==> src/common/tef_defines.vh <==
`ifndef TEF_DEFINES_VH
`define TEF_DEFINES_VH

// ---------------------------------------------------------------
// register byte offsets
// ---------------------------------------------------------------
`define TEF_OFS_CTRL 8'h00
`define TEF_OFS_TOGGLE 8'h04
`define TEF_OFS_STATUS 8'h08
`define TEF_OFS_MASK 8'h0c
`define TEF_OFS_SNAP 8'h10
`define TEF_OFS_CMP0 8'h14
`define TEF_OFS_CMP1 8'h18

// ---------------------------------------------------------------
// field positions
// ---------------------------------------------------------------
`define TEF_CTRL_RUN 0
`define TEF_TGL_CMD_LO 0
`define TEF_TGL_CMD_HI 1
`define TEF_TGL_E0 2
`define TEF_TGL_E1 3
`define TEF_EV_C0 0
`define TEF_EV_C1 1
`define TEF_EV_OVF 2

// ---------------------------------------------------------------
// command codes and reset values
// ---------------------------------------------------------------
`define TEF_CMD_INVERT 2'h0
`define TEF_CMD_SET 2'h1
`define TEF_CMD_CLEAR 2'h2
`define TEF_CMD_KEEP 2'h3
`define TEF_TGL_RST 32'h000000c3
`define TEF_ZERO32 32'h00000000

`endif

==> src/core/tef_timer_events.v <==
// Decided for this implementation: the address map and the Wishbone register port.
`timescale 1ns/1ns
`default_nettype none
`include "tef_defines.vh"

module tef_timer_events #(
    parameter CNT_W = 16
) (
    input wire clk_i,
    input wire rst_i,
    input wire wb_cyc_i,
    input wire wb_stb_i,
    input wire wb_we_i,
    input wire [7:0] wb_adr_i,
    input wire [3:0] wb_sel_i,
    input wire [31:0] wb_dat_i,
    output reg [31:0] wb_dat_o,
    output reg wb_ack_o,
    output reg timer_toggle_output_o,
    output reg irq_o
);

    // ---------------------------------------------------------------
    // state
    // ---------------------------------------------------------------
    reg run_q;
    reg [CNT_W-1:0] live_count_value_q;
    reg [CNT_W-1:0] compare_value_zero_q;
    reg [CNT_W-1:0] compare_value_one_q;
    reg compare0_toggle_enable_q;
    reg compare1_toggle_enable_q;
    // one flop per flag lives in the generate loop; this is only their gathered view
    wire [2:0] event_status_q;
    reg [2:0] event_interrupt_mask_q;

    wire req = wb_cyc_i & wb_stb_i & ~wb_ack_o;
    wire wr = req & wb_we_i;
    wire rd = req & ~wb_we_i;
    wire wr_lo = wr & wb_sel_i[0];
    wire wr_hi = wr & wb_sel_i[1];

    // ---------------------------------------------------------------
    // counter and events
    // ---------------------------------------------------------------
    // match decoded on the present count so flag and toggle share one edge
    wire ev_c0 = run_q & (live_count_value_q == compare_value_zero_q);
    wire ev_c1 = run_q & (live_count_value_q == compare_value_one_q);
    wire ev_ovf = run_q & (&live_count_value_q);
    wire [2:0] ev_vec = {ev_ovf, ev_c1, ev_c0};

    always @(posedge clk_i) begin
        if (rst_i) begin
            live_count_value_q <= {CNT_W{1'b0}};
        end else if (run_q) begin
            live_count_value_q <= live_count_value_q + 1'b1;
        end
    end

    // ---------------------------------------------------------------
    // register writes
    // ---------------------------------------------------------------
    always @(posedge clk_i) begin
        if (rst_i) begin
            run_q <= 1'b0;
            compare_value_zero_q <= {CNT_W{1'b0}};
            compare_value_one_q <= {CNT_W{1'b0}};
            compare0_toggle_enable_q <= 1'b0;
            compare1_toggle_enable_q <= 1'b0;
            event_interrupt_mask_q <= 3'h0;
        end else begin
            if (wr_lo && wb_adr_i == `TEF_OFS_CTRL) begin
                run_q <= wb_dat_i[`TEF_CTRL_RUN];
            end
            if (wr_lo && wb_adr_i == `TEF_OFS_TOGGLE) begin
                compare0_toggle_enable_q <= wb_dat_i[`TEF_TGL_E0];
                compare1_toggle_enable_q <= wb_dat_i[`TEF_TGL_E1];
            end
            if (wr_lo && wb_adr_i == `TEF_OFS_MASK) begin
                event_interrupt_mask_q <= wb_dat_i[2:0];
            end
            if (wb_adr_i == `TEF_OFS_CMP0) begin
                if (wr_lo) compare_value_zero_q[7:0] <= wb_dat_i[7:0];
                if (wr_hi) compare_value_zero_q[15:8] <= wb_dat_i[15:8];
            end
            if (wb_adr_i == `TEF_OFS_CMP1) begin
                if (wr_lo) compare_value_one_q[7:0] <= wb_dat_i[7:0];
                if (wr_hi) compare_value_one_q[15:8] <= wb_dat_i[15:8];
            end
        end
    end

    // ---------------------------------------------------------------
    // timer flip-flop
    // ---------------------------------------------------------------
    // a software set, clear or invert command wins over a coincident match toggle; keep lets it through
    wire cmd_wr = wr_lo && (wb_adr_i == `TEF_OFS_TOGGLE);
    wire [1:0] cmd = wb_dat_i[`TEF_TGL_CMD_HI:`TEF_TGL_CMD_LO];
    wire hw_tgl = (ev_c0 & compare0_toggle_enable_q)
                ^ (ev_c1 & compare1_toggle_enable_q);

    always @(posedge clk_i) begin
        if (rst_i) begin
            timer_toggle_output_o <= 1'b0;
        end else if (cmd_wr && cmd != `TEF_CMD_KEEP) begin
            case (cmd)
                `TEF_CMD_INVERT: timer_toggle_output_o <= ~timer_toggle_output_o;
                `TEF_CMD_SET: timer_toggle_output_o <= 1'b1;
                `TEF_CMD_CLEAR: timer_toggle_output_o <= 1'b0;
                default: timer_toggle_output_o <= timer_toggle_output_o;
            endcase
        end else if (hw_tgl) begin
            timer_toggle_output_o <= ~timer_toggle_output_o;
        end
    end

    // ---------------------------------------------------------------
    // status flags and interrupt
    // ---------------------------------------------------------------
    wire st_rd = rd && (wb_adr_i == `TEF_OFS_STATUS);
    genvar gi;
    generate
        for (gi = 0; gi < 3; gi = gi + 1) begin : g_flag
            // each flag owns its flop so no vector has several drivers
            reg flag_q;
            always @(posedge clk_i) begin
                if (rst_i) begin
                    flag_q <= 1'b0;
                end else if (ev_vec[gi]) begin
                    flag_q <= 1'b1;
                end else if (st_rd) begin
                    flag_q <= 1'b0;
                end
            end
            assign event_status_q[gi] = flag_q;
        end
    endgenerate

    // registered level; follows the flags one cycle later
    always @(posedge clk_i) begin
        if (rst_i) begin
            irq_o <= 1'b0;
        end else begin
            irq_o <= |(event_status_q & ~event_interrupt_mask_q);
        end
    end

    // ---------------------------------------------------------------
    // bus answer: one wait-free cycle, ack the edge after the request
    // ---------------------------------------------------------------
    always @(posedge clk_i) begin
        if (rst_i) begin
            wb_ack_o <= 1'b0;
            wb_dat_o <= `TEF_ZERO32;
        end else begin
            wb_ack_o <= req;
            wb_dat_o <= `TEF_ZERO32;
            if (rd) begin
                case (wb_adr_i)
                    `TEF_OFS_CTRL: wb_dat_o <= {31'h0, run_q};
                    `TEF_OFS_TOGGLE: wb_dat_o <= `TEF_TGL_RST
                        | {28'h0, compare1_toggle_enable_q,
                           compare0_toggle_enable_q, 2'h0};
                    `TEF_OFS_STATUS: wb_dat_o <= {29'h0, event_status_q};
                    `TEF_OFS_MASK: wb_dat_o <= {29'h0, event_interrupt_mask_q};
                    `TEF_OFS_SNAP: wb_dat_o <= {16'h0, live_count_value_q};
                    `TEF_OFS_CMP0: wb_dat_o <= {16'h0, compare_value_zero_q};
                    `TEF_OFS_CMP1: wb_dat_o <= {16'h0, compare_value_one_q};
                    default: wb_dat_o <= `TEF_ZERO32;
                endcase
            end
        end
    end

endmodule // tef_timer_events
`default_nettype wire

==> config.mk <==
export PLATFORM = sky130hd
export DESIGN_NAME = tef_timer_events
export DESIGN_NICKNAME = d
export VERILOG_FILES = /design/src/core/tef_timer_events.v
export VERILOG_INCLUDE_DIRS = /design/src /design/src/common
export SDC_FILE = /design/constraint.sdc
export NUM_CORES = 1
export LEC_CHECK = 0
export ABC_AREA = 1
export ABC_CLOCK_PERIOD_IN_PS = 1480
export BUFFER_PORTS_ARGS = -buffer_cell sky130_fd_sc_hd__buf_2
export CAP_MARGIN = 20
export CORE_MARGIN = 4
export CORE_UTILIZATION = 42
export CTS_BUF_LIST = sky130_fd_sc_hd__clkbuf_4
export DETAILED_ROUTE_END_ITERATION = 8
export PLACE_DENSITY = 0.69
export SETUP_SLACK_MARGIN = 0.4
export SYNTH_ARGS = -nofsm -noshare
export SYNTH_HDL_FRONTEND = slang
export SYNTH_SLANG_ARGS = --single-unit
==> constraint.sdc <==
create_clock -name clk_i -period 1.48 [get_ports clk_i]
set_input_delay 0.148 -clock clk_i [delete_from_list [all_inputs] [get_ports clk_i]]
set_output_delay 0.148 -clock clk_i [all_outputs]
set_load 0.03 [all_outputs]
### Word level (Yosys, flattened, before mapping)

Index checks and enable logic that the tools add are counted.

* bits in registers: 92
* word-level logic and storage cells: 74

* add/subtract/negate cells: 1
* eq/ne operators: 12
* multiplexer cells: 8
* bitwise operators: 18
* reduce and logical (&&, ||, !) cells: 19

Operator list (count)
* one-hot mux 16 bit (7 select lines): 1
* equality test 16 bit: 2
* equality test 8 x 5 -> 1 bit (second input constant): 3
* adder 16 x 1 -> 16 bit (second input constant): 1
* equality test 8 x 4 -> 1 bit (second input constant): 2
* AND reduction 16 bit: 1
* AND 1 bit: 11
* AND reduction 2 bit: 5
* equality test 8 x 3 -> 1 bit (second input constant): 1
* logical NOT 8 bit: 1
* nonzero test 2 bit: 4
* two-way mux 1 bit: 6
* logical AND 1 bit: 5
* inequality test 4 x 1 -> 1 bit (second input constant): 1
* inverter 1 bit: 4
* AND 3 bit: 1
* inverter 3 bit: 1
* one-hot mux 1 bit (3 select lines): 1
* OR reduction 3 bit: 1
* equality test 2 x 1 -> 1 bit (second input constant): 1
* equality test 2 bit (second input constant): 1
* logical NOT 2 bit: 1
* inequality test 2 bit (second input constant): 1
* OR reduction 2 bit: 1
* bitwise XOR 1 bit: 1

### Logic depth before layout (Yosys ltp)

* depth in word-level cells: 8
* gate-level depth with buffers: 14
* mapped depth without buffers: 13

### Worst setup path before layout

Ideal clock, no wire load.

* path kind: reg-to-reg
* start point: register wb_ack_o
* end point: register timer_toggle_output_o
* arrival time: 1447 ps
* data required time: 1416 ps
* slack: -31 ps
* cell stages (with the launch flop): 12
* clock period less this slack: 1511 ps
* cells stage by stage: dfxtp_1 nor2_2 nand3_2 nor2_4 nand2_2 nor2_2 nand2_1 o21ai_0 inv_1 nand3_1 nand2_1 nor2_1

* word-level cells in the longest chain between the ends: 8

RTL lines
* start, declared: RTL line tef_timer_events.v:18 `output reg wb_ack_o,`
* start signal, assigned: RTL line tef_timer_events.v:155 `wb_ack_o <= req;`
* inverter 1 bit (*): RTL line tef_timer_events.v:36 `wire req = wb_cyc_i & wb_stb_i & ~wb_ack_o;`
* AND 1 bit (*): RTL line tef_timer_events.v:36
* AND 1 bit (*): RTL line tef_timer_events.v:37 `wire wr = req & wb_we_i;`
* AND 1 bit (*): RTL line tef_timer_events.v:39 `wire wr_lo = wr & wb_sel_i[0];`
* logical AND 1 bit (*): RTL line tef_timer_events.v:96 `` wire cmd_wr = wr_lo && (wb_adr_i == `TEF_OFS_TOGGLE); ``
* logical AND 1 bit (no line) (*)
* inequality test 4 x 1 -> 1 bit (no line) or nonzero test 2 bit (tied branches)
* AND reduction 2 bit (no line)
* end signal, assigned: RTL line tef_timer_events.v:106 `` `TEF_CMD_INVERT: timer_toggle_output_o <= ~timer_toggle_output_o; ``
* end signal, assigned: RTL line tef_timer_events.v:109 `default: timer_toggle_output_o <= timer_toggle_output_o;`
* end signal, assigned: RTL line tef_timer_events.v:112 `timer_toggle_output_o <= ~timer_toggle_output_o;`
* end, declared: RTL line tef_timer_events.v:19 `output reg timer_toggle_output_o,`

Mark *: on every way between the ends. The rest lies on a longest branch, timed or not.
A chain may end at the register's enable or synchronous reset.

### Worst setup path after layout

* start point: register live_count_value_q[0]
* end point: register live_count_value_q[15]

* word-level cells in the longest chain between the ends: 1

RTL lines
* start, declared: RTL line tef_timer_events.v:27 `reg [CNT_W-1:0] live_count_value_q;`
* start signal, assigned: RTL line tef_timer_events.v:53 `live_count_value_q <= {CNT_W{1'b0}};`
* start signal, assigned: RTL line tef_timer_events.v:55 `live_count_value_q <= live_count_value_q + 1'b1;`
* adder 16 x 1 -> 16 bit: RTL line tef_timer_events.v:55

Every way passes these cells.

==> metrics.md <==
| Metric | Value |
|---|---|
| Max incr delay on CP | 0.42 ns |
| Post-DP Area | 4932 µm² |
| Port Buffers | 49 |
| Flop2flop setup slack | -0.18 ns |
| Failing checks | negative setup slack |
| RSZ-0062 raised after global routing | yes |
| EDFF count, synth | 0 |
| P per Cell Area | 623.1 nW/µm² |
| Critical path required time | 1.82 ns |
| #FFs+latches synth | 76 |
| Worst Setup End Kind | flop |
| Cell area after layout | 6411 µm² |
| # rows | 34 |
| Final Setup Violations | 13 |
| R2R depth | 11 |
| Post-synth top area share | 39.04% |
| Fin. Hold Viols | 0 |
| Hold Path Depth | 3 |
| Fraction of layout cells with a size suffix above 1 | 50.94% |
| Core area | 8891 µm² |
| Via density | 5.545 |
| Synthesized area per cell | 6.910 µm² |
| Ys async rst share | 0% |
| DRC viols | 0 |
| Util after Layout | 72.11% |
| Die Area | 10,880 µm² |
| Max-Cap Viols | 0 |
| Yosys Warn Count | 0 |
| DRT Wirelength | 14.72 mm |
| Commonest cells after routing, fill and taps aside | nand2_1 (128), buf_4 (86), inv_1 (55), buf_6 (48), dfxtp_1 (34) |
| Crit-path cells | buf_6 > nand2_4 > nor3_4 > nand2_2 > nor2_4 > nand2_4 > nor2_4 > nand2_2 > nor2_4 > and3_4 > nor3_2 |
| Top delay family on crit path | simple AND/OR/NAND/NOR gates |
| Status | complete, but fails checks |
| Reg2reg end | live_count_value_q[15]$_SDFFE_PP0P_ |
| Layout area overhead | 64.49% |
| H-tree depth | 3 |
| DR pass1 iterations | 6 |
| Final min period | 1.658 ns |
| Hold worst-path end | compare_value_one_q[13]$_SDFFE_PP0P_ |
| Final ANT Viol Nets | 0 |
| Max layer used | met4 |
| Met2 wire length | 7.224 mm |
| Synth top area cells | dfxtp_1 (39%), nand2_1 (13%), a21oi_1 (6.8%), inv_1 (6.7%), o21ai_0 (6.3%) |
| CTS tree | built |
| Cells after synthesis | 564 |
| Die Wd | 104.3 µm |
| Largest net degree at the start of global routing | 32 |
| Synth area leader | dfxtp_1 |
| FMAX | 603.0 MHz |
| Sequential area share after synthesis | 39.04% |
| Nets@finish | 792 |
| DIE HEIGHT | 104.3 µm |
| Register clock-pin slew on the reported worst setup and hold paths | 0.14 ns |
| Type of the worst min-delay path | in2reg |
| Worst skew pair latency | 0.45 ns |
| Crit path kind | reg2reg |
| Gr usage total | 24.38% |
| RePlAce Congestion | 0.9292 |
| Initial antenna violation count | 0 |
| Buf+Inv Stages, Crit Path | 1 |
| Most common cell after layout, fill and taps aside | nand2_1 |
| Hold path start | wb_dat_i[13] |
| Worst VDD drop | 0.3588 mV |
| First-pass GRT wire length | 21.38 mm |
| Vias in the first global route | 4,460 |
| N_diodes | 0 |
| RR Startpoint | live_count_value_q[0]$_SDFFE_PP0P_ |
| Final Max Tran Viols | 0 |
| Critical Path AT | 2.00 ns |
| Top FF cell, synth | dfxtp_1 |
| Met3 WL post-DR | 1.153 mm |
| Ports | 84 |
| Clock Tree Buf Depth | 2 |
| Max Clock Skew | 0.01890 ns |
| Num CTS Buffers | 9 |
| Gr ovfl total | 0 |
| Critical Path Fanout Max | 6 |
| Slowest stage cell on the critical path | dfxtp_4 |
| Sink Count | 76 |
| Initial Utilization | 43.84% |
| Cell variety after synth | 41 |
| Vias | 4,724 |
| Root Driver | clkbuf_4 |
| Tot Pwr | 0.003995 W |
| Post-Syn Area | 3897 µm² |
| Crit start category | flop |
| Crit path top cell by count | nor2_4 |
| Final WS setup | -0.1783 ns |
| DRT met1 WL | 5.627 mm |
| First-iteration detailed-routing DRC count | 347 |
| Leak | 2.613 nW |
| Tcrit/Tclk final | 112.0% |
| WL/cell | 17.27 µm |
| DP Wirelength | 8.985 mm |
[power by group]
| group | switching [W] | internal (W) | total (W) |
|---|---|---|---|
| clock | 0.000793 | 0.000861 | 0.00165 |
| combinational | 0.000202 | 0.000114 | 0.000316 |
| sequential | 0.00000173 | 0.00202 | 0.00202 |
[worst min-delay path: cells and delay by family]
| kind | cells | cell delay [ns] |
|---|---|---|
| buffers and inverters | 1 | 0.12 |
| AO/OA/AOI/OAI | 2 | 0.16 |
[flip-flops by register name, indices dropped and copies added (netlist names)]
register                  flops
compare1_toggle_enable_q      1
run_q                         1
wb_ack_o                      1
compare_value_one_q          16
irq_o                         1
wb_dat_o                     16
compare_value_zero_q         16
g_flag.flag_q                 3
compare0_toggle_enable_q      1
event_interrupt_mask_q        3
live_count_value_q           16
timer_toggle_output_o         1
[what timing repair did]
item,in CTS,in global routing
hold buffers,11,0
resized for setup,156,96
setup endpoints to repair,88,90
setup buffers,18,18
cloned,2,0
pin swaps,14,29
hold endpoints to repair,18,0
[cell type report]
class	count	area, µm²
multi-input combinational	394	2606
fill	597	2480
sequential	76	1607
timing repair buffer	181	1564
inverter	76	305.3
tap	108	135.1
clock inverter	6	102.6
clock buffer	10	75.07
timing repair inverter	1	16.27
[metrics by stage]
stage,hold WS (ns),setup TNS (ns),cells,setup WS (ns)
CTS,0.004394,-0.2359,834,-0.1061
finish,0.02679,-1.036,852,-0.1783
global placement,0.3760,-2.135,787,-0.1140
floorplan,0.2265,0,579,0.04248
global route,0.02356,-2.410,852,-0.2706
detailed placement,0.3847,-3.511,787,-0.1536
[Yosys cell counts (2+ instances only)]
master	n
nand2_1	139
dfxtp_1	76
inv_1	70
a21oi_1	53
nor2_1	49
o21ai_0	49
buf_4	17
nand3_1	12
nor3_1	10
a31oi_1	9
buf_2	8
clkbuf_1	6
inv_2	6
nor2_2	6
nor2_4	6
nand2_2	5
a41oi_1	4
ha_1	4
xor2_1	4
nor3_2	3
o211ai_1	3
o22ai_1	3
nand3_2	2
nand4_1	2
o21ai_1	2
[how the worst max path moves through the flow]
stage / cells past startpoint / startpoint / slack (ns) / end
floorplan: 10 / live_count_value_q[2]$_SDFFE_PP0P_ / 0.04 / live_count_value_q[15]$_SDFFE_PP0P_
global placement: 8 / live_count_value_q[7]$_SDFFE_PP0P_ / -0.11 / g_flag[2].flag_q$_SDFFE_PP0P_
detailed placement: 10 / wb_adr_i[1] / -0.15 / compare_value_one_q[12]$_SDFFE_PP0P_
CTS: 10 / live_count_value_q[0]$_SDFFE_PP0P_ / -0.11 / g_flag[2].flag_q$_SDFFE_PP0P_
global route: 11 / live_count_value_q[0]$_SDFFE_PP0P_ / -0.27 / live_count_value_q[15]$_SDFFE_PP0P_
finish: 11 / live_count_value_q[0]$_SDFFE_PP0P_ / -0.18 / live_count_value_q[15]$_SDFFE_PP0P_
[kinds of logic after synthesis]
family / after synthesis / synth area share, %
flops: 76 / 39.04
fa+ha+maj: 4 / 1.284
simple gates: 241 / 28.03
compound gates: 129 / 18.04
other cells: 1 / 0.09622
buf+inv: 109 / 12.62
xor+xnor: 4 / 0.8988
[metal layers]
metal / up-vias / GRT usage, %
li1: 2147 / -
met1: 2204 / 29.96
met2: 282 / 41.14
met3: 91 / 4.469
met4: 0 / 11.40
met5: - / 0
Note: power is estimated with default switching activity, not from simulation.
